<file path="config.mk">
export PLATFORM = sky130hd
export DESIGN_NAME = gsr_gating_sequence_reset
export DESIGN_NICKNAME = d
export VERILOG_FILES = /design/src/rtl/gsr_pkg.sv /design/src/rtl/gsr_gating_sequence_reset.sv
export VERILOG_INCLUDE_DIRS = /design/src /design/src/rtl
export SDC_FILE = /design/constraint.sdc
export NUM_CORES = 1
export LEC_CHECK = 0
export BUFFER_PORTS_ARGS = -buffer_cell sky130_fd_sc_hd__buf_2
export CAP_MARGIN = 20
export CORE_MARGIN = 4
export CORE_UTILIZATION = 50
export CTS_CLUSTER_SIZE = 8
export DETAILED_ROUTE_END_ITERATION = 10
export GPL_TIMING_DRIVEN = 0
export PLACE_DENSITY = 0.66
export SYNTH_ARGS = -nofsm -noshare
export SYNTH_HDL_FRONTEND = slang
export SYNTH_SLANG_ARGS = --single-unit
</file>
<file path="constraint.sdc">
create_clock -name clk_i -period 3.4 [get_ports clk_i]
set_input_delay 1.02 -clock clk_i [delete_from_list [all_inputs] [get_ports clk_i]]
set_output_delay 1.02 -clock clk_i [all_outputs]
set_load 0.005 [all_outputs]
</file>
<file path="src/rtl/gsr_params.svh">
`ifndef GSR_PARAMS_SVH
`define GSR_PARAMS_SVH

// Clock rate in hertz.
`define GSR_CLK_HZ 64'd10000000
// Clear-field gating timeout in milliseconds, normal mode; short mode uses the 3700 ms value below.
`define GSR_CLEAR_TIMEOUT_MS 64'd4000
`define GSR_CLEAR_TIMEOUT_SHORT_MS 64'd3700
// Restart window limit in seconds.
`define GSR_RESTART_WINDOW_S 64'd3600
// Derived cycle counts.
`define GSR_CLEAR_TIMEOUT_CYC (`GSR_CLEAR_TIMEOUT_MS * `GSR_CLK_HZ / 64'd1000)
`define GSR_CLEAR_TIMEOUT_SHORT_CYC (`GSR_CLEAR_TIMEOUT_SHORT_MS * `GSR_CLK_HZ / 64'd1000)
`define GSR_RESTART_WINDOW_CYC (`GSR_RESTART_WINDOW_S * `GSR_CLK_HZ)

`endif

</file>
<file path="src/rtl/gsr_pkg.sv">
package gsr_pkg;

  typedef enum logic [1:0] {
    GSR_ST_IDLE,
    GSR_ST_GATING,
    GSR_ST_PROTECT,
    GSR_ST_INTERLOCK
  } gsr_state_e;

endpackage

</file>
<file path="src/rtl/gsr_gating_sequence_reset.sv">
`timescale 1ns/1ps
`include "gsr_params.svh"

module gsr_gating_sequence_reset #(
  parameter logic [35:0] CLEAR_TIMEOUT_CYC = 36'(`GSR_CLEAR_TIMEOUT_CYC),
  parameter logic [35:0] CLEAR_TIMEOUT_SHORT_CYC = 36'(`GSR_CLEAR_TIMEOUT_SHORT_CYC),
  parameter logic [35:0] RESTART_WINDOW_CYC = 36'(`GSR_RESTART_WINDOW_CYC)
) (
  input wire logic clk_i,
  input wire logic arst_n_i,
  input wire logic gating_start_i,
  input wire logic restart_button_input_i,
  input wire logic field_interrupted_flag_i,
  input wire logic short_timeout_mode_i,
  output logic safety_outputs_o,
  output logic gating_active_indication_o,
  output logic protective_mode_o,
  output logic interlock_o
);
  import gsr_pkg::*;

  // ==========================================================================
  // Helpers
  // ==========================================================================
  // Counter step that saturates, so a stuck state can never wrap back to a short count.
  function automatic logic [35:0] cnt_step(input logic [35:0] value);
    logic [35:0] next_value;
    next_value = value;
    if (value != 36'hf_ffff_ffff) begin
      next_value = value + 36'h1;
    end
    return next_value;
  endfunction

  // Safety outputs stay on only while idle or timing a clear-field gating sequence.
  function automatic logic outs_enabled(input gsr_state_e state);
    return (state == GSR_ST_IDLE) || (state == GSR_ST_GATING);
  endfunction

  // ==========================================================================
  // Input synchronisers
  // ==========================================================================
  logic [3:0] sync1_q;
  logic [3:0] sync2_q;
  logic btn_prev_q;
  logic cs_prev_q;

  wire [3:0] pins_raw = {short_timeout_mode_i, field_interrupted_flag_i, restart_button_input_i, gating_start_i};

  // The first stage may go metastable, so only the second stage is read by logic.
  always_ff @(posedge clk_i or negedge arst_n_i) begin
    if (!arst_n_i) begin
      sync1_q <= 4'h0;
    end else begin
      sync1_q <= pins_raw;
    end
  end

  always_ff @(posedge clk_i or negedge arst_n_i) begin
    if (!arst_n_i) begin
      sync2_q <= 4'h0;
    end else begin
      sync2_q <= sync1_q;
    end
  end

  always_ff @(posedge clk_i or negedge arst_n_i) begin
    if (!arst_n_i) begin
      btn_prev_q <= 1'b0;
    end else begin
      btn_prev_q <= sync2_q[1];
    end
  end

  always_ff @(posedge clk_i or negedge arst_n_i) begin
    if (!arst_n_i) begin
      cs_prev_q <= 1'b0;
    end else begin
      cs_prev_q <= sync2_q[0];
    end
  end

  wire cs = sync2_q[0];
  wire field_int = sync2_q[2];
  wire short_mode = sync2_q[3];
  // A restart is taken on the button's release edge.
  wire btn_release = btn_prev_q & ~sync2_q[1];
  // Gating start asserts on a rising edge, from the low to the active level.
  wire cs_rise = cs & ~cs_prev_q;

  // ==========================================================================
  // Sequence control
  // ==========================================================================
  gsr_state_e state_q;
  gsr_state_e state_d;
  logic [35:0] cnt_q;
  logic [35:0] cnt_d;
  logic need_rearm_q;
  logic need_rearm_d;

  wire [35:0] clear_limit = short_mode ? CLEAR_TIMEOUT_SHORT_CYC : CLEAR_TIMEOUT_CYC;
  wire clear_expired = (cnt_q >= clear_limit);
  wire window_expired = (cnt_q >= RESTART_WINDOW_CYC);
  wire [35:0] cnt_inc = cnt_step(cnt_q);

  always_comb begin
    state_d = state_q;
    cnt_d = cnt_q;
    need_rearm_d = need_rearm_q;
    if (cs_rise) begin
      need_rearm_d = 1'b0;
    end
    case (state_q)
      GSR_ST_IDLE: begin
        cnt_d = 36'h0;
        // An interrupted field belongs to normal gating, so the clear-field timer waits for a clear field.
        if (cs && !field_int && !need_rearm_q) begin
          state_d = GSR_ST_GATING;
        end
      end
      GSR_ST_GATING: begin
        if (!cs || field_int) begin
          // Field interruption hands over to normal gating, outside this block.
          state_d = GSR_ST_IDLE;
          cnt_d = 36'h0;
        end else if (clear_expired) begin
          state_d = GSR_ST_PROTECT;
          cnt_d = 36'h0;
        end else begin
          cnt_d = cnt_inc[35:0];
        end
      end
      GSR_ST_PROTECT: begin
        if (field_int) begin
          state_d = GSR_ST_INTERLOCK;
        end else if (btn_release) begin
          // Re-entering gating restarts the clear-field timer, so this repeats freely.
          state_d = GSR_ST_GATING;
          cnt_d = 36'h0;
          need_rearm_d = 1'b0;
        end else if (window_expired) begin
          state_d = GSR_ST_INTERLOCK;
        end else begin
          cnt_d = cnt_inc[35:0];
        end
      end
      GSR_ST_INTERLOCK: begin
        // Leaving interlock needs a restart button release with a clear field; gating then needs a fresh gating start edge.
        cnt_d = 36'h0;
        if (btn_release && !field_int) begin
          state_d = GSR_ST_IDLE;
          need_rearm_d = 1'b1;
        end
      end
      default: begin
        state_d = GSR_ST_INTERLOCK;
        cnt_d = 36'h0;
      end
    endcase
  end

  always_ff @(posedge clk_i or negedge arst_n_i) begin
    if (!arst_n_i) begin
      state_q <= GSR_ST_IDLE;
    end else begin
      state_q <= state_d;
    end
  end

  always_ff @(posedge clk_i or negedge arst_n_i) begin
    if (!arst_n_i) begin
      cnt_q <= 36'h0;
    end else begin
      cnt_q <= cnt_d;
    end
  end

  always_ff @(posedge clk_i or negedge arst_n_i) begin
    if (!arst_n_i) begin
      need_rearm_q <= 1'b0;
    end else begin
      need_rearm_q <= need_rearm_d;
    end
  end

  // ==========================================================================
  // Registered outputs
  // ==========================================================================
  wire safe_on_d = outs_enabled(state_d);
  wire gating_on_d = (state_d == GSR_ST_GATING);
  wire protect_on_d = (state_d == GSR_ST_PROTECT);
  wire interlock_on_d = (state_d == GSR_ST_INTERLOCK);

  always_ff @(posedge clk_i or negedge arst_n_i) begin
    if (!arst_n_i) begin
      safety_outputs_o <= 1'b0;
    end else begin
      safety_outputs_o <= safe_on_d;
    end
  end

  always_ff @(posedge clk_i or negedge arst_n_i) begin
    if (!arst_n_i) begin
      gating_active_indication_o <= 1'b0;
    end else begin
      gating_active_indication_o <= gating_on_d;
    end
  end

  always_ff @(posedge clk_i or negedge arst_n_i) begin
    if (!arst_n_i) begin
      protective_mode_o <= 1'b0;
    end else begin
      protective_mode_o <= protect_on_d;
    end
  end

  always_ff @(posedge clk_i or negedge arst_n_i) begin
    if (!arst_n_i) begin
      interlock_o <= 1'b0;
    end else begin
      interlock_o <= interlock_on_d;
    end
  end

endmodule // gsr_gating_sequence_reset

</file>
After elaboration in Yosys (flattened, before gate mapping) --
Cells that the tools add are included. Widths: inputs -> output; s select.
Word-level totals: register bits 53, logic and storage cells 60, bits of input ports 6
Cells by class: order comparisons 2, reductions and logical operators 12, mux-type cells 21, eq/ne operators 9, add/sub/neg operators 1, bitwise gates (word level) 4
Operator list (number):
- $mux 36 | 6
- $pmux 36 s3 | 1
- $add 36x1->36 const B | 1
- $ge 36x26->1 | 1
- $ge 36x36->1 const B | 1
- $ne 36x36->1 const B | 1
- $mux 23 | 1
- $mux 2 | 7
- $eq 2x2->1 const B | 4
- $pmux 2 s4 | 1
- $eq 2x1->1 const B | 2
- $logic_not 2->1 | 2
- $mux 1 | 4
- $logic_and 1x1->1 | 3
- $logic_not 1->1 | 3
- $ne 3x3->1 const B | 1
- $and 1x1->1 | 2
- $logic_or 1x1->1 | 2
- $ne 2x2->1 const B | 1
- $not 1->1 | 2
- $pmux 1 s2 | 1
- $reduce_and 2->1 | 1
- $reduce_or 2->1 | 1

Logic depth before layout (Yosys ltp) --
depth in word-level cells 7, depth in mapped cells 9, gate-level depth less buffers 9

Worst setup path before layout --
Ideal clock, no wire load.
path type register to register, start reg sync2_q[3], end reg cnt_q[5], stages on the path, launching flop included 10, clock period less this slack 2.220 ns, library setup time 0.127 ns, setup slack 1.180 ns, buffers on the path 1, arrival time 2.093 ns, cell sequence dfrtp_1 -> inv_1 -> ha_1 -> nand4_1 -> or4_1 -> a21oi_2 -> nor4_4 -> nor2_4 -> buf_6 -> o22ai_1
On the way: cells in the longest elaborated chain, start to end 5
RTL lines:
- start: declaration | line gsr_gating_sequence_reset.sv:44 | logic [3:0] sync2_q;
- start signal: assignment | line gsr_gating_sequence_reset.sv:63 | sync2_q <= sync1_q;
- $mux 23 | line gsr_gating_sequence_reset.sv:101 | wire [35:0] clear_limit = short_mode ? CLEAR_TIMEOUT_SHORT_CYC : CLEAR_TIMEOUT_CYC;
- $ge 36x26->1 | line gsr_gating_sequence_reset.sv:102 | wire clear_expired = (cnt_q >= clear_limit);
- $mux 36 | line gsr_gating_sequence_reset.sv:126 | end else if (clear_expired) begin
- $mux 36 | line gsr_gating_sequence_reset.sv:122 | if (!cs || field_int) begin
- $pmux 36 s3 | line gsr_gating_sequence_reset.sv:113 | case (state_q)
- end signal: assignment | line gsr_gating_sequence_reset.sv:174 | cnt_q <= cnt_d;
- end: declaration | line gsr_gating_sequence_reset.sv:96 | logic [35:0] cnt_q;
No other way between the ends. A chain may end at the register's enable or synchronous reset.

Final worst setup path --
start reg sync2_q[3], end reg cnt_q[31]
Same word-level chain as after synthesis.

==> out/results.tsv <==
stage	metric	value	unit
finish	design_area	0.00399	mm2
clock_tree	cts_root_buffer	clkbuf_8	
worst_setup_path	cp.required	3.62	ns
placement	port_buffers	9	
logic_synthesis	syn_area_per_cell	9.43	um2
power_and_ir_drop	p_per_area	312	mW/mm2
timing	layout_min_cycle_time	2.76	ns
drt	drc_errors	0	
timing	maxSlewViolCount	0	
drt	wire_per_inst	19.3	um
worst_setup_path	crit_path_max_fanout	10	
hold_path	hold_class	flip-flop to flip-flop	
worst_setup_path	cp-start-kind	flip-flop	
timing	hold_violations	0	
floorplan	rows	31	
grt	grt_util_all_layers	23.8	%
floorplan	core	0.00721	mm2
drt	drtAntennaViolNets	0	
timing	rsz0062_at_grt	no	
job	cap_viol_max_count	0	
logic_synthesis	synth-async-reset-ratio	100	%
floorplan	die_w	94.1	um
placement	finalWeightedCongestion	0.939	
finish	fill_cells	693	
logic_synthesis	ys_types	72	
placement	place_hpwl	7200	um
clock_tree	cts_tree	yes	
logic_synthesis	ys_warn_count	0	
timing	relSlewSlack	42.0	%
logic_synthesis	synth_nets	410	
timing	setup_viol	0	
placement	place_area	0.00389	mm2
logic_synthesis	ys.flop_type	dfrtp_1	
logic_synthesis	ys_seq_area_share	35.8	%
finish	layout_common_cells	53 x dfrtp_1, 28 x nor2_1, 21 x nand3_1	
finish	final_common_cell	dfrtp_1	
floorplan	fp.dieH	94.1	um
clock_tree	clkTransAtPathRegs	0.11	ns
power_and_ir_drop	p_leak	0.00166	uW
grt	antenna_found_initial	0	
finish	n_antenna_cell	0	
finish	drive_gt1_share	18.2	%
grt	overflow	0	
finish	syn_to_final_growth	7.73	%
run_status	status	completed	
timing	fin_crit_sh	81.3	%
drt	vias	3216	
timing	worstMarginPinSlew	0.862	ns
worst_setup_path	worst-endpoint-arrival	2.98	ns
drt	detail_route.first_pass.iterations	4	
worst_setup_path	crit_type	flip-flop to flip-flop	
clock_tree	numCtsBuffers	5	
floorplan	start_util	51.4	%
finish	nNetsFinal	427	
drt	wl	9830	um
logic_synthesis	syn_area	0.00371	mm2
clock_tree	cts_sinks	53	
timing	final.setup_skew	0.0112	ns
drt	drt_iter0_markers	247	
floorplan	dieArea	0.00885	mm2
timing	tns	0	ns
clock_tree	ctsResizeCount	0	
drt	drt-vias-per-instance	6.31	
clock_tree	postCtsHoldBufs	0	
grt	grt_pass1_vias	3126	
grt	grt_max_degree	39	
logic_synthesis	synth_cells	393	
timing	fmax	362	MHz
clock_tree	post_cts_buffers	0	
clock_tree	htreeDepth	2	
grt	grt_pass1_wl	16300	um
worst_setup_path	crit_path_end_kind	flip-flop	
worst_setup_path	regToRegSetupSlack	0.64	ns
logic_synthesis	synth-edff-count	0	
power_and_ir_drop	ir_drop	260	uV
clock_tree	clk_path_buf_depth	2	
clock_tree	clock_latency	0.32	ns
floorplan	io_pins	10	
logic_synthesis	ys_ff_latch	53	
## state kept, by name, summed over array words and instances, names as in the netlist
signal,count
protective_mode_o,1
safety_outputs_o,1
interlock_o,1
sync1_q,4
state_q,2
cnt_q,36
cs_prev_q,1
need_rearm_q,1
gating_active_indication_o,1
sync2_q,4
btn_prev_q,1
## power by group
part / internal [uW] / switching (uW) / total (uW)
combinational: 69.8 / 100 / 170
clock: 155 / 253 / 408
sequential: 650 / 17.9 / 668
## per-layer routing
metal	vias up	wire length (um)	track usage [%]
li1	1545	-	-
met5	-	0	0
met4	0	271	9.03
met1	1558	4480	33.4
met2	93	4580	36.9
met3	20	501	3.53
## metrics by stage
step	instances	util, %	total power, uW	setup WS (ns)	hold WS (ns)
final	510	55.3	1250	0.635	0.360
after global routing	510	55.3	1300	0.458	0.376
after CTS	510	55.3	1260	0.617	0.365
after detailed placement	502	54.0	853	0.646	0.339
after global placement	501	53.7	847	0.654	0.333
after floorplan	393	-	794	1.18	0.331
## worst max-delay path, cell delays in order, from the launching register on
cell     delay, ns
dfrtp_1       0.52
inv_1         0.17
ha_1          0.31
nand4_1       0.14
or4_1         0.57
a21oi_2       0.24
nor4_4        0.11
nor2_4        0.27
buf_4         0.26
nor2_1        0.07
## layout make-up
class | count | area, um2 | area share (%)
Buffer | 27 | 168 | 4.20
Clock buffer | 5 | 68.8 | 1.72
Clock inverter | 3 | 28.8 | 0.721
Inverter | 13 | 48.8 | 1.22
Multi-Input combinational cell | 300 | 2160 | 54.2
Sequential cell | 53 | 1330 | 33.2
Tap cell | 99 | 124 | 3.10
Timing Repair Buffer | 10 | 65.1 | 1.63
## cell families after synthesis
logic type | after synthesis | synth area share [%]
multiplexers | 17 | 4.63
buffers and inverters | 40 | 5.84
adder cells (fa/ha/maj) | 11 | 3.71
AND/OR/NAND/NOR | 179 | 31.2
flip-flops | 53 | 35.8
AO/OA/AOI/OAI | 93 | 18.8
## cell usage after synthesis (4+ instances only)
cell type / count / area share, %
clkbuf_1: 9 / 0.91
dfrtp_1: 53 / 36
o21bai_1: 8 / 1.6
nor3_2: 12 / 3.2
a21oi_1: 14 / 1.9
nand4_1: 19 / 3.2
nand3_1: 21 / 2.8
buf_6: 5 / 1.5
and2_1: 4 / 0.68
inv_1: 13 / 1.3
and3_1: 9 / 1.5
ha_1: 11 / 3.7
nand2b_1: 5 / 0.84
nor3_1: 12 / 1.6
o21ai_1: 9 / 1.2
nor4_1: 6 / 1.0
o21ai_0: 6 / 0.81
buf_4: 5 / 1.0
a21o_1: 12 / 2.4
nand2_1: 20 / 2.0
buf_2: 7 / 0.95
nor3b_1: 4 / 0.81
and4_1: 11 / 2.6
nor2_1: 28 / 2.8
mux2i_1: 16 / 4.3
## path summary, 6_finish.rpt
check,from,end,cells past startpoint
min,sync1_q[3],sync2_q[3],0
max,sync2_q[3],cnt_q[31],9
min in group asynchronous,arst_n_i,cnt_q[30],1
min reg2reg,sync1_q[3],sync2_q[3],0
max reg2reg,sync2_q[3],cnt_q[31],9
max in group asynchronous,arst_n_i,state_q[1],2
(Power assumes the default switching activity.)
